`src/core/cluster_regs.vh`:
```
`ifndef CLUSTER_REGS_VH
`define CLUSTER_REGS_VH

// Register byte offsets
`define CTRL_ADDR      12'h000
`define CELL_CFG_ADDR  12'h004
`define STATUS_ADDR    12'h008
`define LUT_BASE_ADDR  12'h010
`define LUT_LAST_ADDR  12'h02c

// Control fields
`define CTRL_CFG_DONE  0
`define CTRL_CLK_SEL   3:1
`define CTRL_CLK_ROUTE 4
`define CTRL_CE_USED   5
`define CTRL_CE_BUF    7:6
`define CTRL_SR_USED   8
`define CTRL_SR_BUF    10:9
`define CTRL_SR_SYNC   11
`define CTRL_WIDTH     12

// Per-cell configuration fields
`define CFG_OUT_REG    7:0
`define CFG_CE_EN      15:8
`define CFG_SR_EN      23:16
`define CFG_SR_VAL     31:24

// Status fields
`define STAT_FF        7:0
`define STAT_OUT       15:8
`define STAT_CARRY     16
`define STAT_CFG_DONE  17

// Reset values
`define CTRL_RESET     12'h000
`define CELL_CFG_RESET 32'h0000_0000
`define LUT_RESET      16'h0000

`endif

```
`src/core/logic_cluster.v`:
```
// Design decisions made here: the placing of the registers and register access over APB.
`timescale 1ns/10ps
`default_nettype none
`include "cluster_regs.vh"

module logic_cluster (
    input  wire        clk,
    input  wire        nrst,
    input  wire        psel,
    input  wire        penable,
    input  wire        pwrite,
    input  wire [11:0] paddr,
    input  wire [31:0] pwdata,
    output reg  [31:0] prdata,
    output reg         pready,
    output reg         pslverr,
    input  wire [7:0]  global_buffer,
    input  wire        routing_clk,
    input  wire [7:0]  table_in_0,
    input  wire [7:0]  table_in_1,
    input  wire [7:0]  table_in_2,
    input  wire [7:0]  table_in_3,
    input  wire        carry_in,
    output reg  [7:0]  cell_out,
    output reg         carry_out
);

    // Table lookup for one cell
    function lut_bit;
        input [15:0] tbl;
        input [3:0]  idx;
        begin
            lut_bit = tbl[idx];
        end
    endfunction

    // Word index of a table register; the 3-bit wrap of the subtraction is intended
    function [2:0] lut_index;
        input [11:0] addr;
        begin
            lut_index = addr[4:2] - 3'h4;
        end
    endfunction

    // Aligned address inside the table register window
    function lut_hit;
        input [11:0] addr;
        begin
            lut_hit = (addr >= `LUT_BASE_ADDR) && (addr <= `LUT_LAST_ADDR) &&
                      (addr[1:0] == 2'b00);
        end
    endfunction

    function maj;
        input a;
        input b;
        input c;
        begin
            maj = (a & b) | (a & c) | (b & c);
        end
    endfunction

    reg  [`CTRL_WIDTH-1:0] ctrl_q;
    reg  [31:0]            cell_cfg_q;
    reg  [15:0]            lut_q [0:7];
    reg  [7:0]             ff_q;
    reg  [8:0]             s1_q;
    reg  [8:0]             s2_q;
    reg  [8:0]             s3_q;
    reg  [8:0]             lvl_q;
    reg  [7:0]             lut_res;
    reg  [8:0]             carry;
    reg  [7:0]             ff_d;
    reg  [31:0]            rd_d;
    reg                    map_ok;
    wire [8:0]             stable;
    wire [8:0]             rise;
    wire                   cfg_done;
    wire                   tick;
    wire                   ce_level;
    wire                   sr_level;
    wire                   wr_en;
    wire                   setup;
    wire [2:0]             ce_idx;
    wire [2:0]             sr_idx;
    wire [7:0]             out_reg;
    wire [7:0]             ce_en;
    wire [7:0]             sr_en;
    wire [7:0]             sr_val;
    integer                i;
    integer                j;
    integer                k;

    assign cfg_done = ctrl_q[`CTRL_CFG_DONE];
    assign setup    = psel & ~penable & ~pready;
    assign wr_en    = psel & penable & pready & pwrite & ~pslverr;
    assign out_reg  = cell_cfg_q[`CFG_OUT_REG];
    assign ce_en    = cell_cfg_q[`CFG_CE_EN];
    assign sr_en    = cell_cfg_q[`CFG_SR_EN];
    assign sr_val   = cell_cfg_q[`CFG_SR_VAL];

    // External levels pass three flops; a change counts once stages two and three agree
    always @(posedge clk or negedge nrst) begin
        if (!nrst) begin
            s1_q  <= 9'h000;
            s2_q  <= 9'h000;
            s3_q  <= 9'h000;
            lvl_q <= 9'h000;
        end else begin
            s1_q  <= {routing_clk, global_buffer};
            s2_q  <= s1_q;
            s3_q  <= s2_q;
            lvl_q <= (lvl_q & ~stable) | (s3_q & stable);
        end
    end

    assign stable = ~(s2_q ^ s3_q);
    assign rise   = stable & s3_q & ~lvl_q;

    // Cluster clock becomes an enable pulse on the chosen source's rising edge
    assign tick = ctrl_q[`CTRL_CLK_ROUTE] ? rise[8] : rise[ctrl_q[`CTRL_CLK_SEL]];

    // Only odd buffers reach the enable, only even ones the set/reset
    assign ce_idx = {ctrl_q[`CTRL_CE_BUF], 1'b1};
    assign sr_idx = {ctrl_q[`CTRL_SR_BUF], 1'b0};

    assign ce_level = ctrl_q[`CTRL_CE_USED] ? lvl_q[ce_idx] : 1'b1;
    assign sr_level = ctrl_q[`CTRL_SR_USED] & lvl_q[sr_idx];

    // Tables and carry chain
    always @* begin
        carry[0] = carry_in;
        for (i = 0; i < 8; i = i + 1) begin
            lut_res[i] = lut_bit(lut_q[i],
                                 {table_in_3[i], table_in_2[i],
                                  table_in_1[i], table_in_0[i]});
            carry[i+1] = maj(carry[i], table_in_1[i], table_in_2[i]);
        end
    end

    // Next register state per cell
    always @* begin
        ff_d = ff_q;
        for (j = 0; j < 8; j = j + 1) begin
            if (!cfg_done) begin
                ff_d[j] = 1'b0;
            end else if (sr_level && sr_en[j] && !ctrl_q[`CTRL_SR_SYNC]) begin
                ff_d[j] = sr_val[j];
            end else if (tick) begin
                if (sr_level && sr_en[j]) begin
                    ff_d[j] = sr_val[j];
                end else if (!ce_en[j] || ce_level) begin
                    ff_d[j] = lut_res[j];
                end
            end
        end
    end

    // ff_q and cell_out held clear throughout configuration, carry_out is not; asynchronous set/reset does not wait for a tick
    always @(posedge clk or negedge nrst) begin
        if (!nrst) begin
            ff_q      <= 8'h00;
            cell_out  <= 8'h00;
            carry_out <= 1'b0;
        end else begin
            ff_q      <= ff_d;
            cell_out  <= cfg_done ? ((out_reg & ff_q) |
                                     (~out_reg & lut_res)) : 8'h00;
            carry_out <= carry[8];
        end
    end

    // Read decode
    always @* begin
        map_ok = 1'b1;
        rd_d   = 32'h0000_0000;
        case (paddr)
            `CTRL_ADDR: begin
                rd_d = {20'h00000, ctrl_q};
            end
            `CELL_CFG_ADDR: begin
                rd_d = cell_cfg_q;
            end
            `STATUS_ADDR: begin
                rd_d = {14'h0000, cfg_done, carry_out, cell_out, ff_q};
            end
            default: begin
                if (lut_hit(paddr)) begin
                    rd_d = {16'h0000, lut_q[lut_index(paddr)]};
                end else begin
                    map_ok = 1'b0;
                end
            end
        endcase
    end

    // Zero-wait APB slave: answer lined up during the setup cycle
    always @(posedge clk or negedge nrst) begin
        if (!nrst) begin
            pready  <= 1'b0;
            pslverr <= 1'b0;
            prdata  <= 32'h0000_0000;
        end else begin
            pready  <= setup;
            pslverr <= setup & ~map_ok;
            if (setup) begin
                prdata <= (map_ok && !pwrite) ? rd_d : 32'h0000_0000;
            end
        end
    end

    // Register writes; status is read-only and ignores writes
    always @(posedge clk or negedge nrst) begin
        if (!nrst) begin
            ctrl_q     <= `CTRL_RESET;
            cell_cfg_q <= `CELL_CFG_RESET;
            for (k = 0; k < 8; k = k + 1) begin
                lut_q[k] <= `LUT_RESET;
            end
        end else if (wr_en) begin
            if (paddr == `CTRL_ADDR) begin
                ctrl_q <= pwdata[`CTRL_WIDTH-1:0];
            end else if (paddr == `CELL_CFG_ADDR) begin
                cell_cfg_q <= pwdata;
            end else if (lut_hit(paddr)) begin
                lut_q[lut_index(paddr)] <= pwdata[15:0];
            end
        end
    end

endmodule

`default_nettype wire

```
`config.mk`:
```
export PLATFORM = sky130hd
export DESIGN_NAME = logic_cluster
export DESIGN_NICKNAME = d
export VERILOG_FILES = /design/src/core/logic_cluster.v
export VERILOG_INCLUDE_DIRS = /design/src /design/src/core
export SDC_FILE = /design/constraint.sdc
export NUM_CORES = 1
export LEC_CHECK = 0
export ABC_AREA = 1
export ABC_CLOCK_PERIOD_IN_PS = 1750
export BUFFER_PORTS_ARGS = -buffer_cell sky130_fd_sc_hd__buf_4
export CAP_MARGIN = 15
export CORE_ASPECT_RATIO = 2
export CORE_MARGIN = 1.5
export CORE_UTILIZATION = 47
export CTS_CLUSTER_DIAMETER = 100
export DETAILED_ROUTE_END_ITERATION = 12
export GPL_TIMING_DRIVEN = 0
export PLACE_DENSITY_LB_ADDON = 0.12
export SLEW_MARGIN = 40
export SYNTH_ARGS = -nofsm -noshare
export SYNTH_HDL_FRONTEND = slang
export SYNTH_SLANG_ARGS = --single-unit
```
`constraint.sdc`:
```
create_clock -name clk -period 1.75 [get_ports clk]
set_input_delay 0.175 -clock clk [delete_from_list [all_inputs] [get_ports clk]]
set_output_delay 0.175 -clock clk [all_outputs]
set_load 0.01 [all_outputs]
```
==> results.sh <==
export IMPL_grt_pass1_wl_mm=73.9
export IMPL_synth_top_area_share=0.504
export IMPL_hp_start="table_in_1[7]"
export IMPL_drive_gt1_frac=0.150
export IMPL_pwr_share_clk=0.449
export IMPL_reg2reg_depth=7
export IMPL_synth_most_common_cell="nand2_1"
export IMPL_drcViolationCount=0
export IMPL_synthArstFlopShare=1.00
export IMPL_dp_hpwl_mm=37.0
export IMPL_start_util=0.478
export IMPL_reg2reg_to="prdata[7]$_DFFE_PN0P_"
export IMPL_finalSetupViolCount=2
export IMPL_slew_headroom=0.435
export IMPL_failed_checks="setup timing"
export IMPL_die_x_um=120
export IMPL_clk_pin_slew_ps=60
export IMPL_pre_cts_ws_ps=-478
export IMPL_ys_warn_count=0
export IMPL_holdPathEnd="carry_out$_DFF_PN0_"
export IMPL_synth_edf_count=0
export IMPL_synthDistinctLibCells=37
export IMPL_synth_common_cells="nand2_1, dfrtp_1, inv_1, nor2_1, nand3_1"
export IMPL_syn_num_nets=1778
export IMPL_drt_iter0_markers=1002
export IMPL_overflow=0
export IMPL_critPathArrivalTime_ps=2240
export IMPL_crit_path_start_kind="flip-flop"
export IMPL_power_density_nw_per_um2=845
export IMPL_htree_levels=1
export IMPL_status="finished with violations"
export IMPL_coreArea_um2=26900
export IMPL_pwr_share_seq=0.453
export IMPL_routabilityCongestion=1.01
export IMPL_ir_drop_mv=0.803
export IMPL_num_io_pins=134
export IMPL_synth_seq_area_share=0.504
export IMPL_whs_path_depth=3
export IMPL_cts_tree="done"
export IMPL_clk_latency_ps=550
export IMPL_fin_area_um2=15900
export IMPL_stdcell_count=2239
export IMPL_timing_final_ws_setup_ps=-17.9
export IMPL_die_h_um=237
export IMPL_area_delta_synth_final_pct=23.4
export IMPL_ant_nets=0
export IMPL_syn_area_um2=12900
export IMPL_finalNetCount=1973
export IMPL_synthXorXnorAreaFrac=0
export IMPL_crit_fanout=10
export IMPL_synthMuxAreaShare=0
export IMPL_cap_violations=0
export IMPL_rsz0062_at_grt="yes"
export IMPL_drv_slew=0
export IMPL_grtUsageTotal=0.349
export IMPL_period_needed_ps=1770
export IMPL_r2r_slack_ps=-20
export IMPL_synth_main_ff_cell="dfrtp_1"
export IMPL_pwr_share_comb=0.098
export IMPL_antenna_found_initial=1
export IMPL_postLayoutCoreUtil=0.590
export IMPL_routedWlPerCell_um=21.8
export IMPL_p_int_mw=10.1
export IMPL_synth_area_leader_cell="dfrtp_1"
export IMPL_place_area_um2=14400
export IMPL_crit_required_ps=2230
export IMPL_swShare=0.247
export IMPL_drt_total_wl_mm=48.9
export IMPL_dieArea_um2=28400
export IMPL_synth_top_family_by_area="simple AND/OR/NAND/NOR gates"
export IMPL_portBuffers=128
export IMPL_grt_pass1_vias=12546
export IMPL_crit_type="reg -> reg"
export IMPL_period_share=1.01
export IMPL_syn_inst=1678
export IMPL_vias=12593
export IMPL_clk_path_buf_depth=3
export IMPL_seq_area_um2=6480
export IMPL_cts_sinks=259
export IMPL_tightest_slew_ps=846
export IMPL_finalSetupTns_ps=-23.8
export IMPL_viasPerCell=5.62
export IMPL_cts_root_buf="clkbuf_16"
export IMPL_grt_max_degree=79
export IMPL_hold_path_class="in -> reg"
export IMPL_rows=85
export IMPL_synth_simple_area_share=0.283
export IMPL_cp_end_kind="flip-flop"
export IMPL_synthAdderAreaFrac=0.00875
export IMPL_max_freq_mhz=566
export IMPL_place_inst=2157
export IMPL_n_fill_cell=2555
export IMPL_cts_inserted_buffers=24
export IMPL_yosys_top_cells_area="dfrtp_1, nand2_1, nand3_1, inv_1, o21ai_1"
export IMPL_synth_compound_gate_area_share=0.129
export IMPL_r2r_start="pready$_DFF_PN0_"
export IMPL_fin_skew_ps=11.4
export IMPL_leakagePower_nw=7.91
export IMPL_dr_pass1_iters=6
export IMPL_diodes=0
export IMPL_synth_seq_cells=259
export IMPL_multi_input_area_um2=5560
export IMPL_finalHoldViolCount=0
export IMPL_synth_area_per_cell_um2=7.67
export IMPL_power_switching_mw=3.32
-- cell type report --
cell class | instances | share of cell area
clock inverter | 13 | 0.0137
tap | 348 | 0.0274
timing repair buffer | 169 | 0.0910
sequential | 259 | 0.408
buffer | 75 | 0.0264
inverter | 171 | 0.0404
clock buffer | 31 | 0.0427
multi-input combinational | 1173 | 0.350
-- placed cells by master, fill, tap and decap left out, types with 6 or more instances in the layout --
master	Yosys	final
clkbuf_1	47	30
nand4_1	40	40
nand2_2	3	6
o21ai_2	10	10
clkbuf_2	0	9
o22ai_1	30	30
nor2_1	144	143
or2_2	11	11
buf_2	22	19
o211ai_1	12	12
a21oi_1	54	54
ha_1	9	9
dfrtp_1	259	259
bufinv_16	0	6
o21ai_1	119	120
buf_4	2	140
clkbuf_16	0	26
o21ai_0	69	68
nand2_1	511	505
clkinv_2	0	6
nand3_1	132	128
dlygate4sd3_1	0	30
inv_1	166	166
nand4_4	0	6
-- worst max-delay path, cell delays in order, from the launching register on --
cell and delay (ps):
dfrtp_1 410, nor3_2 230, inv_2 100, nor2_4 210, a21boi_4 320, buf_8 200, nand3_2 140, nand2_1 90
-- registers in the layout, indices dropped and copies added, names as in the netlist, named ones only --
register and flops:
prdata 32, s3_q 9, cell_out 8, cell_cfg_q 32, s1_q 9, lut_bit.tbl 16
lut_q 112, s2_q 9, carry_out 1, pslverr 1, ff_q 8, pready 1
ctrl_q 12
-- layer usage --
metal / GRT usage / vias up / wire, µm
met2: 0.632 / 544 / 25700
li1: - / 5854 / -
met3: 0.0489 / 184 / 2760
met4: 0.242 / 2 / 4060
met1: 0.365 / 6009 / 16400
met5: 0 / - / 13
-- per-stage QoR --
stage	total power [mW]	hold slack, ps
after CTS	13.4	3.51
after floorplan	6.73	-121
after global routing	13.8	31.6
after global placement	7.37	285
final	13.4	17.3
after detailed placement	7.41	131
-- power groups by stage --
stage               Combinational [mW]  Clock, mW  Sequential (mW)
floorplan                        0.541          0             6.19
global route                      1.41       6.29             6.09
CTS                               1.28       6.08             6.09
global placement                  1.17          0             6.20
detailed placement                1.21          0             6.20
finish                            1.31       6.02             6.08
-- worst max-delay path by stage --
| stage | from | to | slack (ps) | cells past startpoint |
|---|---|---|---|---|
| final | pready$_DFF_PN0_ | prdata[7]$_DFFE_PN0P_ | -20 | 7 |
| after global routing | pready$_DFF_PN0_ | prdata[6]$_DFFE_PN0P_ | -40 | 7 |
| after CTS | pslverr$_DFF_PN0_ | lut_q[122]$_DFFE_PN0P_ | -20 | 8 |
| after detailed placement | paddr[11] | cell_cfg_q[7]$_DFFE_PN0P_ | -480 | 9 |
| after global placement | nrst | lut_q[118]$_DFFE_PN0P_ | -1650 | 1 |
| after floorplan | pslverr$_DFF_PN0_ | lut_q[100]$_DFFE_PN0P_ | 200 | 7 |
-- kinds of logic after synthesis --
logic type      Yosys count
buf+inv                 246
flops                   259
fa+ha+maj                 9
simple gates            860
compound gates          304
-- what timing repair did --
item | CTS | global route
setup buffers | 2 | 5
resized for setup | 31 | 61
setup endpoints to repair | 211 | 151
endpoints found under the hold margin | 106 | 0
pin swaps | 1 | 5
gates cloned | 0 | 1
hold buffers | 30 | 0
Power figures use the tool's default switching activity.
